--- src/logic/mie_pkg.sv ---
`default_nettype none
package mie_pkg;

	// ------------------------------------------------------------
	// register port offsets
	// ------------------------------------------------------------
	localparam logic [7:0] REG_ACC    = 8'h00;
	localparam logic [7:0] REG_FLAGS  = 8'h01;
	localparam logic [7:0] REG_CTRL   = 8'h02;
	localparam logic [7:0] REG_PC_LO  = 8'h03;
	localparam logic [7:0] REG_PC_HI  = 8'h04;
	localparam logic [7:0] REG_STATUS = 8'h05;

	// ------------------------------------------------------------
	// field positions
	// ------------------------------------------------------------
	localparam int FLAG_C_BIT       = 0;
	localparam int FLAG_AC_BIT      = 1;
	localparam int FLAG_Z_BIT       = 2;
	localparam int FLAG_OV_BIT      = 3;
	localparam int CTRL_GIE_BIT     = 0;
	localparam int CTRL_HOLD_BIT    = 1;
	localparam int STAT_DISCARD_BIT = 4;
	localparam int STAT_UNKNOWN_BIT = 7;

	// ------------------------------------------------------------
	// values after reset
	// ------------------------------------------------------------
	localparam logic [7:0] RST_ACC   = 8'h00;
	localparam logic       RST_FLAG  = 1'b0;
	localparam logic       RST_GIE   = 1'b0;
	localparam logic       RST_HOLD  = 1'b0;

	// ------------------------------------------------------------
	// cycle counts
	// ------------------------------------------------------------
	localparam int CYC_SINGLE = 1;
	localparam int CYC_DOUBLE = 2;

	// ------------------------------------------------------------
	// opcode field, high byte of the instruction word
	// ------------------------------------------------------------
	localparam logic [7:0] OP_NO_OPERATION        = 8'h00;
	localparam logic [7:0] OP_COPY_MEM_TO_ACC     = 8'h01;
	localparam logic [7:0] OP_COPY_IMM_TO_ACC     = 8'h02;
	localparam logic [7:0] OP_COPY_ACC_TO_MEM     = 8'h03;
	localparam logic [7:0] OP_DISJ_MEM_TO_ACC     = 8'h04;
	localparam logic [7:0] OP_DISJ_IMM_TO_ACC     = 8'h05;
	localparam logic [7:0] OP_DISJ_TO_MEMORY      = 8'h06;
	localparam logic [7:0] OP_SUBROUTINE_EXIT     = 8'h07;
	localparam logic [7:0] OP_EXIT_WITH_VALUE     = 8'h08;
	localparam logic [7:0] OP_INTERRUPT_EXIT      = 8'h09;
	localparam logic [7:0] OP_ROTATE_LEFT_IN_PLACE  = 8'h0A;
	localparam logic [7:0] OP_ROTATE_LEFT_TO_ACC    = 8'h0B;
	localparam logic [7:0] OP_ROTATE_LEFT_VIA_CARRY = 8'h0C;
	localparam logic [7:0] OP_ROTATE_LEFT_VC_TO_ACC = 8'h0D;
	localparam logic [7:0] OP_ROTATE_RIGHT_IN_PLACE = 8'h0E;
	localparam logic [7:0] OP_ROTATE_RIGHT_TO_ACC   = 8'h0F;
	localparam logic [7:0] OP_ROTATE_RIGHT_VIA_CARRY = 8'h10;
	localparam logic [7:0] OP_ROTATE_RIGHT_VC_TO_ACC = 8'h11;
	localparam logic [7:0] OP_SUBTRACT_WITH_BORROW_TO_ACC    = 8'h12;
	localparam logic [7:0] OP_SUBTRACT_WITH_BORROW_TO_MEMORY = 8'h13;
	localparam logic [7:0] OP_DECREMENT_SKIP_IF_ZERO         = 8'h14;
	localparam logic [7:0] OP_DECREMENT_SKIP_IF_ZERO_TO_ACC  = 8'h15;

	// ------------------------------------------------------------
	// types
	// ------------------------------------------------------------
	typedef enum logic [3:0] {
		ALU_PASS_MEM, ALU_PASS_IMM, ALU_PASS_ACC, ALU_OR_MEM,
		ALU_OR_IMM, ALU_ROL, ALU_ROLC, ALU_ROR, ALU_RORC,
		ALU_SBC, ALU_DEC
	} mie_alu_op_t;

	typedef enum logic {ST_EXEC, ST_DUMMY} mie_state_t;

	function automatic mie_alu_op_t mie_alu_sel(input logic [7:0] opc);
		case (opc)
		OP_COPY_MEM_TO_ACC:                mie_alu_sel = ALU_PASS_MEM;
		OP_COPY_IMM_TO_ACC,
		OP_EXIT_WITH_VALUE:                mie_alu_sel = ALU_PASS_IMM;
		OP_DISJ_MEM_TO_ACC,
		OP_DISJ_TO_MEMORY:                 mie_alu_sel = ALU_OR_MEM;
		OP_DISJ_IMM_TO_ACC:                mie_alu_sel = ALU_OR_IMM;
		OP_ROTATE_LEFT_IN_PLACE,
		OP_ROTATE_LEFT_TO_ACC:             mie_alu_sel = ALU_ROL;
		OP_ROTATE_LEFT_VIA_CARRY,
		OP_ROTATE_LEFT_VC_TO_ACC:          mie_alu_sel = ALU_ROLC;
		OP_ROTATE_RIGHT_IN_PLACE,
		OP_ROTATE_RIGHT_TO_ACC:            mie_alu_sel = ALU_ROR;
		OP_ROTATE_RIGHT_VIA_CARRY,
		OP_ROTATE_RIGHT_VC_TO_ACC:         mie_alu_sel = ALU_RORC;
		OP_SUBTRACT_WITH_BORROW_TO_ACC,
		OP_SUBTRACT_WITH_BORROW_TO_MEMORY: mie_alu_sel = ALU_SBC;
		OP_DECREMENT_SKIP_IF_ZERO,
		OP_DECREMENT_SKIP_IF_ZERO_TO_ACC:  mie_alu_sel = ALU_DEC;
		default:                           mie_alu_sel = ALU_PASS_ACC;
		endcase
	endfunction

endpackage
`default_nettype wire

--- src/logic/mie_exec.sv ---
`timescale 1ns/1ns
`default_nettype none
module mie_exec import mie_pkg::*; #(
	parameter int PC_WIDTH    = 13,
	parameter int STACK_DEPTH = 8,
	parameter int DMEM_DEPTH  = 224
) (
	// clock and reset
	input  wire logic                CLK,
	input  wire logic                RSTN,
	// instruction feed
	input  wire logic                INSTR_VALID,
	input  wire logic [15:0]         INSTR,
	output logic                     READY,
	output logic                     DISCARD,
	output logic      [PC_WIDTH-1:0] PC,
	// call path into the return stack
	input  wire logic                PUSH,
	input  wire logic [PC_WIDTH-1:0] PUSH_PC,
	// register port
	input  wire logic [7:0]          ADDR,
	input  wire logic [7:0]          WR_DATA,
	input  wire logic                WR,
	input  wire logic                RD,
	output logic      [7:0]          RD_DATA,
	// core state
	output logic      [7:0]          ACC,
	output logic                     FLAG_C,
	output logic                     FLAG_AC,
	output logic                     FLAG_Z,
	output logic                     FLAG_OV,
	output logic                     GIE
);

	localparam int SP_W = $clog2(STACK_DEPTH);

	// ------------------------------------------------------------
	// state
	// ------------------------------------------------------------
	mie_state_t state;
	mie_state_t next_state;
	logic       hold;
	logic       skip_pending;
	logic       unknown;
	logic [7:0] dmem [0:DMEM_DEPTH-1];

	// ------------------------------------------------------------
	// instruction decode
	// ------------------------------------------------------------
	wire [7:0] opc  = INSTR[15:8];
	wire [7:0] opnd = INSTR[7:0];
	wire       take = (state == ST_EXEC) && INSTR_VALID && !hold;

	wire is_nop   = opc == OP_NO_OPERATION;
	wire is_ld_m  = opc == OP_COPY_MEM_TO_ACC;
	wire is_ld_x  = opc == OP_COPY_IMM_TO_ACC;
	wire is_st_m  = opc == OP_COPY_ACC_TO_MEM;
	wire is_or_m  = opc == OP_DISJ_MEM_TO_ACC;
	wire is_or_x  = opc == OP_DISJ_IMM_TO_ACC;
	wire is_orm   = opc == OP_DISJ_TO_MEMORY;
	wire is_ret   = opc == OP_SUBROUTINE_EXIT;
	wire is_retv  = opc == OP_EXIT_WITH_VALUE;
	wire is_interrupt_exit  = opc == OP_INTERRUPT_EXIT;
	wire is_rl    = opc == OP_ROTATE_LEFT_IN_PLACE;
	wire is_rla   = opc == OP_ROTATE_LEFT_TO_ACC;
	wire is_rlc   = opc == OP_ROTATE_LEFT_VIA_CARRY;
	wire is_rotate_left_via_carry_to_acc  = opc == OP_ROTATE_LEFT_VC_TO_ACC;
	wire is_rr    = opc == OP_ROTATE_RIGHT_IN_PLACE;
	wire is_rra   = opc == OP_ROTATE_RIGHT_TO_ACC;
	wire is_rrc   = opc == OP_ROTATE_RIGHT_VIA_CARRY;
	wire is_rotate_right_via_carry_to_acc  = opc == OP_ROTATE_RIGHT_VC_TO_ACC;
	wire is_sbc   = opc == OP_SUBTRACT_WITH_BORROW_TO_ACC;
	wire is_subtract_with_borrow_to_memory  = opc == OP_SUBTRACT_WITH_BORROW_TO_MEMORY;
	wire is_dsz   = opc == OP_DECREMENT_SKIP_IF_ZERO;
	wire is_dsza  = opc == OP_DECREMENT_SKIP_IF_ZERO_TO_ACC;

	wire is_exit  = is_ret | is_retv | is_interrupt_exit;
	wire is_known = opc <= OP_DECREMENT_SKIP_IF_ZERO_TO_ACC;

	// ------------------------------------------------------------
	// instruction groups
	// ------------------------------------------------------------
	// paired opcodes share one alu lane and differ only in destination
	wire grp_acc_src    = is_ld_m | is_ld_x | is_retv;
	wire grp_to_acc_rot = is_rla | is_rotate_left_via_carry_to_acc | is_rra | is_rotate_right_via_carry_to_acc;
	wire grp_to_mem_rot = is_rl | is_rlc | is_rr | is_rrc;
	wire grp_via_carry  = is_rlc | is_rotate_left_via_carry_to_acc | is_rrc | is_rotate_right_via_carry_to_acc;
	wire grp_or         = is_or_m | is_or_x | is_orm;
	wire grp_sbc        = is_sbc | is_subtract_with_borrow_to_memory;
	wire grp_dec        = is_dsz | is_dsza;

	// ------------------------------------------------------------
	// operands and datapath
	// ------------------------------------------------------------
	wire       mem_ok  = 32'(opnd) < DMEM_DEPTH;
	wire [7:0] mem_val = mem_ok ? dmem[opnd] : 8'h00;

	wire [3:0] alu_op = 4'(mie_alu_sel(opc));
	wire [7:0] alu_res;
	wire       alu_c;
	wire       alu_ac;
	wire       alu_ov;

	mie_alu u_alu (
		.op        (alu_op),
		.acc       (ACC),
		.mem       (mem_val),
		.imm       (opnd),
		.carry_in  (FLAG_C),
		.result    (alu_res),
		.carry_out (alu_c),
		.half_out  (alu_ac),
		.ov_out    (alu_ov)
	);

	wire res_zero = alu_res == 8'h00;

	// destinations; flags untouched unless named below
	wire wr_acc = take & (grp_acc_src | is_or_m | is_or_x |
		grp_to_acc_rot | is_sbc |
		is_dsza);
	// out-of-range addresses never reach the array
	wire wr_mem = take & mem_ok & (is_st_m | is_orm | grp_to_mem_rot |
		is_subtract_with_borrow_to_memory | is_dsz);
	wire upd_z  = take & (grp_or | grp_sbc);
	wire upd_c  = take & (grp_via_carry | grp_sbc);
	wire upd_av = take & grp_sbc;

	// stored value: the accumulator itself for the plain store
	wire [7:0] mem_wdata = is_st_m ? ACC : alu_res;

	// decrement that reaches zero drops the prefetched word
	wire skip = take & grp_dec & res_zero;

	// ------------------------------------------------------------
	// return stack
	// ------------------------------------------------------------
	wire [PC_WIDTH-1:0] stack_top;
	wire [SP_W-1:0]     stack_ptr;
	// pop only on a taken exit; the dummy cycle never pops
	wire                pop = take & is_exit;

	mie_stack #(
		.WIDTH (PC_WIDTH),
		.DEPTH (STACK_DEPTH)
	) u_stack (
		.clk       (CLK),
		.rstn      (RSTN),
		.push      (PUSH),
		.push_data (PUSH_PC),
		.pop       (pop),
		.top       (stack_top),
		.ptr       (stack_ptr)
	);

	// ------------------------------------------------------------
	// register port decode
	// ------------------------------------------------------------
	wire sel_acc   = ADDR == REG_ACC;
	wire sel_flags = ADDR == REG_FLAGS;
	wire sel_ctrl  = ADDR == REG_CTRL;
	wire sel_pc_lo = ADDR == REG_PC_LO;
	wire sel_pc_hi = ADDR == REG_PC_HI;
	wire sel_stat  = ADDR == REG_STATUS;

	wire bw_acc   = WR && sel_acc;
	wire bw_flags = WR && sel_flags;
	wire bw_ctrl  = WR && sel_ctrl;
	wire bw_stat  = WR && sel_stat;

	// software view of the written byte, by field
	wire sw_c       = WR_DATA[FLAG_C_BIT];
	wire sw_ac      = WR_DATA[FLAG_AC_BIT];
	wire sw_z       = WR_DATA[FLAG_Z_BIT];
	wire sw_ov      = WR_DATA[FLAG_OV_BIT];
	wire sw_gie     = WR_DATA[CTRL_GIE_BIT];
	wire sw_hold    = WR_DATA[CTRL_HOLD_BIT];
	wire sw_unk_clr = WR_DATA[STAT_UNKNOWN_BIT];

	wire [15:0] pc_wide = 16'(PC);
	wire [7:0]  ctrl_rd = {6'h00, hold, GIE};
	wire [7:0]  flag_rd = {4'h0, FLAG_OV, FLAG_Z, FLAG_AC, FLAG_C};
	wire [7:0]  stat_rd = {unknown, 2'b00, DISCARD, 4'(stack_ptr)};

	// unmapped offsets read zero; writes there are dropped
	wire [7:0] rd_mux =
		sel_acc   ? ACC :
		sel_flags ? flag_rd :
		sel_ctrl  ? ctrl_rd :
		sel_pc_lo ? pc_wide[7:0] :
		sel_pc_hi ? pc_wide[15:8] :
		sel_stat  ? stat_rd : 8'h00;

	// ------------------------------------------------------------
	// next values
	// ------------------------------------------------------------
	// instruction results win over a software write in the same cycle
	wire [7:0] next_acc = wr_acc ? alu_res :
		bw_acc ? WR_DATA : ACC;
	wire next_c  = upd_c ? alu_c :
		bw_flags ? sw_c : FLAG_C;
	wire next_ac = upd_av ? alu_ac :
		bw_flags ? sw_ac : FLAG_AC;
	wire next_ov = upd_av ? alu_ov :
		bw_flags ? sw_ov : FLAG_OV;
	wire next_z  = upd_z ? res_zero :
		bw_flags ? sw_z : FLAG_Z;

	// hardware set beats a software clear
	wire next_gie = (take & is_interrupt_exit) |
		(bw_ctrl ? sw_gie : GIE);
	wire next_hold = bw_ctrl ? sw_hold : hold;
	wire next_unknown = (take & !is_known) |
		(unknown & !(bw_stat & sw_unk_clr));

	// counter: pop on exits, else one step; skip steps again in dummy
	wire [PC_WIDTH-1:0] pc_inc  = PC + PC_WIDTH'(1);
	// a dropped prefetch still costs one counter step
	wire pc_skip_step = (state == ST_DUMMY) && skip_pending;
	wire [PC_WIDTH-1:0] next_pc =
		pop ? stack_top :
		(take | pc_skip_step) ? pc_inc : PC;

	// ready comes from the next state so the output stays a flop
	wire next_ready   = (next_state == ST_EXEC) && !next_hold;
	wire next_discard = next_state == ST_DUMMY;

	always_comb begin
		next_state = state;
		case (state)
		ST_EXEC: begin
			if (pop || skip)
				next_state = ST_DUMMY;
		end
		ST_DUMMY: next_state = ST_EXEC;
		default:  next_state = ST_EXEC;
		endcase
	end

	// ------------------------------------------------------------
	// sequencing registers
	// ------------------------------------------------------------
	always_ff @(posedge CLK or negedge RSTN) begin
		if (!RSTN) begin
			state        <= ST_EXEC;
			skip_pending <= 1'b0;
			hold         <= RST_HOLD;
		end else begin
			state        <= next_state;
			skip_pending <= skip;
			hold         <= next_hold;
		end
	end

	// counter and feed strobes move with the sequencer
	always_ff @(posedge CLK or negedge RSTN) begin
		if (!RSTN) begin
			READY   <= 1'b0;
			DISCARD <= 1'b0;
			PC      <= '0;
		end else begin
			READY   <= next_ready;
			DISCARD <= next_discard;
			PC      <= next_pc;
		end
	end

	// ------------------------------------------------------------
	// architectural registers
	// ------------------------------------------------------------
	always_ff @(posedge CLK or negedge RSTN) begin
		if (!RSTN)
			ACC <= RST_ACC;
		else
			ACC <= next_acc;
	end

	// flags move only where the group's rule names them
	always_ff @(posedge CLK or negedge RSTN) begin
		if (!RSTN) begin
			FLAG_C  <= RST_FLAG;
			FLAG_AC <= RST_FLAG;
			FLAG_Z  <= RST_FLAG;
			FLAG_OV <= RST_FLAG;
		end else begin
			FLAG_C  <= next_c;
			FLAG_AC <= next_ac;
			FLAG_Z  <= next_z;
			FLAG_OV <= next_ov;
		end
	end

	// interrupt enable and sticky status
	always_ff @(posedge CLK or negedge RSTN) begin
		if (!RSTN) begin
			GIE     <= RST_GIE;
			unknown <= 1'b0;
		end else begin
			GIE     <= next_gie;
			unknown <= next_unknown;
		end
	end

	// read data stands only in the cycle after the strobe
	always_ff @(posedge CLK or negedge RSTN) begin
		if (!RSTN)
			RD_DATA <= 8'h00;
		else
			RD_DATA <= RD ? rd_mux : 8'h00;
	end

	// ------------------------------------------------------------
	// data memory
	// ------------------------------------------------------------
	// no reset on the array: contents are undefined until written
	always_ff @(posedge CLK) begin
		if (wr_mem)
			dmem[opnd] <= mem_wdata;
	end

endmodule // mie_exec
`default_nettype wire

--- src/logic/mie_alu.sv ---
`timescale 1ns/1ns
`default_nettype none
module mie_alu import mie_pkg::*; (
	// operands
	input  wire logic [3:0] op,
	input  wire logic [7:0] acc,
	input  wire logic [7:0] mem,
	input  wire logic [7:0] imm,
	input  wire logic       carry_in,
	// results
	output logic      [7:0] result,
	output logic            carry_out,
	output logic            half_out,
	output logic            ov_out
);

	wire [4:0] sum_lo  = {1'b0, acc[3:0]} + {1'b0, ~mem[3:0]} + {4'h0, carry_in};
	wire [7:0] sum_b6  = {1'b0, acc[6:0]} + {1'b0, ~mem[6:0]} + {7'h00, carry_in};
	wire [8:0] sum_all = {1'b0, acc} + {1'b0, ~mem} + {8'h00, carry_in};

	always_comb begin
		result    = acc;
		carry_out = carry_in;
		half_out  = sum_lo[4];
		// signed overflow: carry into bit 7 differs from carry out
		ov_out    = sum_all[8] ^ sum_b6[7];
		case (mie_alu_op_t'(op))
		ALU_PASS_MEM: result = mem;
		ALU_PASS_IMM: result = imm;
		ALU_OR_MEM:   result = acc | mem;
		ALU_OR_IMM:   result = acc | imm;
		ALU_ROL:      result = {mem[6:0], mem[7]};
		ALU_ROLC: begin
			result    = {mem[6:0], carry_in};
			carry_out = mem[7];
		end
		ALU_ROR:      result = {mem[0], mem[7:1]};
		ALU_RORC: begin
			result    = {carry_in, mem[7:1]};
			carry_out = mem[0];
		end
		ALU_SBC: begin
			result    = sum_all[7:0];
			carry_out = sum_all[8];
		end
		ALU_DEC:      result = mem - 8'h01;
		default:      result = acc;
		endcase
	end

endmodule // mie_alu
`default_nettype wire

--- src/logic/mie_stack.sv ---
`timescale 1ns/1ns
`default_nettype none
module mie_stack #(
	parameter int WIDTH = 13,
	parameter int DEPTH = 8
) (
	// clock and reset
	input  wire logic                     clk,
	input  wire logic                     rstn,
	// push and pop
	input  wire logic                     push,
	input  wire logic [WIDTH-1:0]         push_data,
	input  wire logic                     pop,
	// state
	output logic      [WIDTH-1:0]         top,
	output logic      [$clog2(DEPTH)-1:0] ptr
);

	localparam int PW = $clog2(DEPTH);

	logic [WIDTH-1:0] entry [0:DEPTH-1];

	// circular like the real core: overflow overwrites the oldest entry
	wire [PW-1:0] top_idx = ptr - PW'(1);

	assign top = entry[top_idx];

	always_ff @(posedge clk) begin
		if (push)
			entry[ptr] <= push_data;
	end

	// a push in the same cycle as a pop wins
	always_ff @(posedge clk or negedge rstn) begin
		if (!rstn)
			ptr <= '0;
		else if (push)
			ptr <= ptr + PW'(1);
		else if (pop)
			ptr <= top_idx;
	end

endmodule // mie_stack
`default_nettype wire

--- config.mk ---
export PLATFORM = sky130hd
export DESIGN_NAME = mie_exec
export DESIGN_NICKNAME = d
export VERILOG_FILES = /design/src/logic/mie_pkg.sv /design/src/logic/mie_exec.sv /design/src/logic/mie_alu.sv /design/src/logic/mie_stack.sv
export SDC_FILE = /design/constraint.sdc
export NUM_CORES = 2
export LEC_CHECK = 0
export ABC_AREA = 0
export BUFFER_PORTS_ARGS = -buffer_cell sky130_fd_sc_hd__buf_2
export CELL_PAD_IN_SITES_DETAIL_PLACEMENT = 1
export CELL_PAD_IN_SITES_GLOBAL_PLACEMENT = 1
export CORE_MARGIN = 4
export CORE_UTILIZATION = 25
export DETAILED_ROUTE_END_ITERATION = 8
export PLACE_DENSITY_LB_ADDON = 0.05
export SKIP_CTS_REPAIR_TIMING = 1
export SLEW_MARGIN = 20
export SYNTH_ARGS = -nofsm -noshare
export SYNTH_HDL_FRONTEND = slang
export SYNTH_SLANG_ARGS = --single-unit
export TNS_END_PERCENT = 10
--- constraint.sdc ---
create_clock -name CLK -period 17.73 [get_ports CLK]
set_input_delay 0 -clock CLK [delete_from_list [all_inputs] [get_ports CLK]]
set_output_delay 0 -clock CLK [all_outputs]
set_load 0.005 [all_outputs]
## Word-level counts from Yosys, hierarchy flattened

Memory sizes are Yosys's and may differ from the RTL's.
Index checks and enable logic that the tools add are counted.

| word-level totals | value |
|---|---|
| register bits after elaboration | 42 |
| memory bits (writable) | 1896 |
| memory bits (read-only) | 128 |
| input port bits | 51 |
| output and inout port bits | 36 |
| logic and storage cells | 175 |
| memories kept | 3 |

| operators by class | value |
|---|---|
| add/subtract/negate cells | 10 |
| magnitude comparators | 2 |
| equality and inequality tests | 36 |
| muxes and demuxes | 34 |
| bitwise gates (word level) | 52 |
| reductions and logical operators | 24 |

Memories:

| memory | words | width | read ports | clocked after Yosys merged registers in | wr ports | line | RTL |
|---|---|---|---|---|---|---|---|
| dmem | 224 | 8 | 1 | 0 | 1 | mie_exec.sv:45 | `logic [7:0] dmem [0:DMEM_DEPTH-1];` |
| (no name shown) | 32 | 4 | 1 | 0 | 0 | mie_pkg.sv:78 | `case (opc)` |
| u_stack.entry | 8 | 13 | 1 | 0 | 1 | mie_stack.sv:21 | `logic [WIDTH-1:0] entry [0:DEPTH-1];` |

Operator list:

| operator | count |
|---|---|
| two-way mux 8 bit | 11 |
| case mux 8 bit (10 select lines) | 1 |
| equality test 8 x 4 -> 1 bit (second input constant) | 8 |
| equality test 8 x 3 -> 1 bit (second input constant) | 6 |
| equality test 8 x 5 -> 1 bit (second input constant) | 6 |
| equality test 8 x 2 -> 1 bit (second input constant) | 4 |
| OR 1 bit | 31 |
| two-way mux 13 bit | 2 |
| equality test 4 x 3 -> 1 bit (second input constant) | 4 |
| equality test 8 x 1 -> 1 bit (second input constant) | 2 |
| zero test 8 bit | 2 |
| OR 8 bit | 2 |
| two-way mux 1 bit | 15 |
| adder 13 x 1 -> 13 bit (second input constant) | 1 |
| AND 1 bit | 13 |
| equality test 4 bit (second input constant) | 3 |
| nonzero test 2 bit | 6 |
| adder 8 x 8 -> 9 bit | 1 |
| adder 9 x 1 -> 9 bit | 1 |
| adder 7 x 7 -> 8 bit | 1 |
| adder 8 x 1 -> 8 bit | 1 |
| less-or-equal comparator 8 x 5 -> 1 bit (second input constant) | 1 |
| logical AND 1 bit | 8 |
| < comparator 8 bit (second input constant) | 1 |
| 22 further kinds | 27 |

## Longest topological paths before layout

| logic depth | value |
|---|---|
| word-level depth | 13 |
| gate-level depth with buffers | 28 |
| mapped depth without buffers | 21 |

## Hierarchy

From an unflattened synthesis, not the netlist that was laid out.

| second synthesis, totals | value |
|---|---|
| cell total of the unflattened synthesis | 4155 |
| area total of the unflattened synthesis | 77854.7 um^2 |

By module, submodules not included:

| module | times used | cells each | area an instance (um^2) | seq. area each (um^2) |
|---|---|---|---|---|
| mie_exec | 1 | 3660 | 71970.3 | 54787.5 |
| mie_stack | 1 | 267 | 4377.9 | 3198.1 |
| mie_alu | 1 | 228 | 1506.4 | 0.0 |

## Worst setup path before layout

OpenSTA, ideal clock, no wires.

| timing | value |
|---|---|
| path kind | input to register |
| start | in INSTR[0] |
| end | mem dmem[0][6], data pin |
| library setup time | 1940 ps |
| arrival | 12715 ps |
| required time | 15790 ps |
| path slack | 3075 ps |
| stages on the path | 27 |
| buffers on the path | 7 |
| cell sequence | buf_6 -> buf_12 -> buf_12 -> buf_12 -> buf_8 -> buf_6 -> and2_1 -> clkbuf_1 -> a22oi_1 -> a21oi_1 -> nor2_1 -> a221oi_1 -> a31oi_1 -> nor2_1 -> fa_1 -> inv_1 -> fa_1 -> nand2_1 -> nand2_1 -> a21oi_1 -> o21ai_0 -> a21oi_1 -> xnor2_1 -> o221ai_1 -> o32a_1 -> nor3_2 -> o21ai_0 |

| between the ends | value |
|---|---|
| word-level cells in the longest chain between the ends | 7 |
| elaborated cells on any way between the ends | 10 |
| those cells by class | add/sub: 3; order compare: 1; mux: 3; bitwise: 2; memory: 1 |

Ends and longest elaborated chain:

| element | line | RTL |
|---|---|---|
| start, declared | mie_exec.sv:13 | `input wire logic [15:0] INSTR,` |
| memory read (224 x 8 bit) or < comparator 8 bit (tied branches) | - |  |
| two-way mux 8 bit * | mie_exec.sv:96 | `wire [7:0] mem_val = mem_ok ? dmem[opnd] : 8'h00;` |
| NOT 8 bit | mie_alu.sv:19 | `wire [8:0] sum_all = {1'b0, acc} + {1'b0, ~mem} + {8'h00, carry_in};` |
| adder 8 x 8 -> 9 bit | mie_alu.sv:19 |  |
| adder 9 x 1 -> 9 bit | mie_alu.sv:19 |  |
| case mux 8 bit (10 select lines) * | mie_alu.sv:27 | `case (mie_alu_op_t'(op))` |
| two-way mux 8 bit * | mie_exec.sv:130 | `wire [7:0] mem_wdata = is_st_m ? ACC : alu_res;` |
| net mem_wdata[6] | mie_exec.sv:130 |  |
| end, declared | mie_exec.sv:45 |  |

Mark *: on every way through the listed nets, which the timed path passes. The rest lies on a longest branch.

## Worst setup path after layout

| timing | value |
|---|---|
| start | in INSTR[3] |
| end | mem dmem[191][6], data pin |

The elaborated chain is that of the path after synthesis.

==> results.cfg <==
[die]
die_area_sq_um = 321800
ioPinCount = 87
core.rowCount = 205
start_util_pct = 25.09
core_sq_um = 311600
die_y_um = 567.3
die_w_um = 567.3

[global_routing]
grt_pass1_wl_mm = 404.6
grt_pass1_vias = 44130
grt_antenna_before_repair = 14
grt_max_degree = 161
track_usage_pct = 18.06
gr-total-overflow = 0

[synth]
post-synth-top-count-cell = edfxtp_1
synth_commonest_cells = edfxtp_1 (1896), mux2i_1 (343), nor2_1 (319)
synth_top_cell_by_area = edfxtp_1
synth_ff_type = edfxtp_1
synth_cell_types = 93
syn_nets = 4267
syn_avg_cell_area_sq_um = 18.62
ys_ff_latch = 1938
synth.area.top_cells = edfxtp_1 (73%), mux4_2 (9.0%), mux2i_1 (4.4%)
syn_area_sq_um = 78210
synth_top_area_share_pct = 72.80
seq_area_frac_synth_pct = 74.14
synthArstFlopShare_pct = 2.167
synth_edf_count = 1896
yosys_warnings = 0
synth_cells = 4199

[cells_and_area]
fillers = 31740
final_cells = 8823
utilization_pct = 29.44
final_area_sq_um = 91750
syn2layout_area_growth_pct = 17.32
finalNetCount = 4564
drive_gt1_share_pct = 21.00

[clock_network]
root_buffer = clkbuf_16
h-tree-depth = 4
clk_pin_slew_ns = 0.06
cts-buffers-inserted = 230
clockBufferDepth = 4
clk_latency_ns = 0.94
cts_num_sinks = 1938
cts_tree = yes

[place]
dp_slack_ns = 7.858
gp_congestion = 0.7508
dp.cells = 8331
io_buffers = 86
dp_hpwl_mm = 186.1
place_area_sq_um = 83940

[min_path]
hp-class = in -> reg

[route]
postRouteAntennaNets = 0
post_drt_wl_per_cell_um = 33.56
drc = 0
avgViaCountPerCell = 4.754
routed_wl_mm = 296.1
drtPass1Iterations = 5
via_count = 41950
detail_route.iter0.violations = 3198

[timing]
slew_headroom_pct = 18.43
setup-violations-final = 0
slew_violations = 0
fmax_mhz = 114.5
whs_ns = 0.03241
fin_crit_sh_pct = 49.24
fin_skew_ns = 0.07421
tightest_slew_ns = 1.224
setup_tns_ns = 0
final-hold-violation-count = 0
rsz0062_at_grt = false
fin_crit_ns = 8.731
setup_slack_ns = 8.999

[setup_path]
critPathBufInv = 9
path_class = in -> reg
critPathMaxStageDelay_ns = 0.87
cp_top_family = buffers and inverters
cp.required_ns = 18.31
worstSetupStartpointType = primary input
critPathMostFrequentCell = buf_4
arrival_ns = 9.31
worstPathMaxFanout = 89
cp-end-kind = flop
worst_path_max_delay_cell = a31oi_1

[pwr]
leakagePower_nw = 29.26
p_per_area_nw_per_um2 = 124.6
finalPower_mw = 11.44
ir_drop_mv = 0.09017

[outcome]
status = complete, no violations

[job]
cap_violations = 0
## cells in the final DEF, fill, tap and decap left out, types with 23 or more instances in the layout
| cell type | count |
|---|---|
| a21oi_1 | 86 |
| a22oi_1 | 185 |
| buf_2 | 81 |
| buf_4 | 140 |
| clkbuf_1 | 52 |
| clkbuf_16 | 231 |
| clkinv_1 | 63 |
| clkinv_2 | 41 |
| dfrtp_1 | 41 |
| dlygate4sd3_1 | 72 |
| edfxtp_1 | 1896 |
| inv_1 | 29 |
| mux2_2 | 26 |
| mux2i_1 | 343 |
| mux4_2 | 314 |
| nand2_1 | 147 |
| nand3_1 | 85 |
| nor2_1 | 275 |
| nor2_2 | 40 |
| nor3_1 | 31 |
| o21ai_0 | 41 |
| o22ai_1 | 23 |
## cells by family (layout without fill, tap and decap cells)
kind of cell	after synthesis	after routing	synth area share [%]
adder cells (fa/ha/maj)	17	17	0.2912
multiplexers	702	702	14.37
AND/OR/NAND/NOR	730	730	4.217
other	0	7	0
AO/OA/AOI/OAI	526	526	4.827
XOR/XNOR	9	9	0.1008
buffers and inverters	277	754	2.051
flip-flops	1938	1938	74.14
## state kept, by name (all words and copies together), names as in the netlist, 3 cells and up
register       flops
dmem            1792
u_stack.entry    104
PC                13
ACC                8
RD_DATA            8
u_stack.ptr        3
## power breakdown
| part | leakage (nW) | switching [mW] | internal, mW | total (mW) |
|---|---|---|---|---|
| Sequential | 17.8 | 0.0600 | 5.44 | 5.50 |
| Combinational | 8.07 | 1.03 | 0.372 | 1.40 |
| Clock | 3.44 | 1.95 | 2.58 | 4.53 |
| Total | 29.3 | 3.04 | 8.39 | 11.4 |
## final timing paths
check / end / startpoint / cells past startpoint / slack (ns)
worst min-delay path: ACC[0]$_DFFE_PN0P_ / WR_DATA[0] / 4 / 0.03
worst min register to register: PC[3]$_DFFE_PN0P_ / PC[3]$_DFFE_PN0P_ / 2 / 0.59
max in group asynchronous: u_stack.ptr[0]$_DFFE_PN0P_ / RSTN / 4 / 17.01
worst max-delay path: dmem[191][6]$_DFFE_PP_ / INSTR[3] / 27 / 9.00
min in group asynchronous: PC[9]$_DFFE_PN0P_ / RSTN / 4 / 0.28
worst max register to register: dmem[191][6]$_DFFE_PP_ / dmem[180][0]$_DFFE_PP_ / 23 / 9.67
## tightest hold or removal path, stage by stage
cell and delay, ns:
dlygate4sd3_1 0.53, buf_2 0.14, mux2i_1 0.07, a21oi_1 0.14
## routing by layer
layer	GRT usage, %	wire [um]	vias to the layer above
met3	2.377	10430	264
met2	28.91	137800	775
met5	0	0	-
met4	2.813	4144	0
li1	-	-	17790
met1	26.57	143700	23110
## final cells by class
type / count / area (sq um) / area share (%)
Tap cell: 4140 / 5180 / 5.646
Clock inverter: 129 / 1050 / 1.144
Timing Repair Buffer: 307 / 2441 / 2.661
Inverter: 35 / 132.6 / 0.1446
Sequential cell: 1938 / 57990 / 63.20
Clock buffer: 283 / 5976 / 6.513
Antenna cell: 7 / 17.52 / 0.01909
Multi-Input combinational cell: 1984 / 18970 / 20.67
No activity file was read; power rests on OpenSTA's default activity.
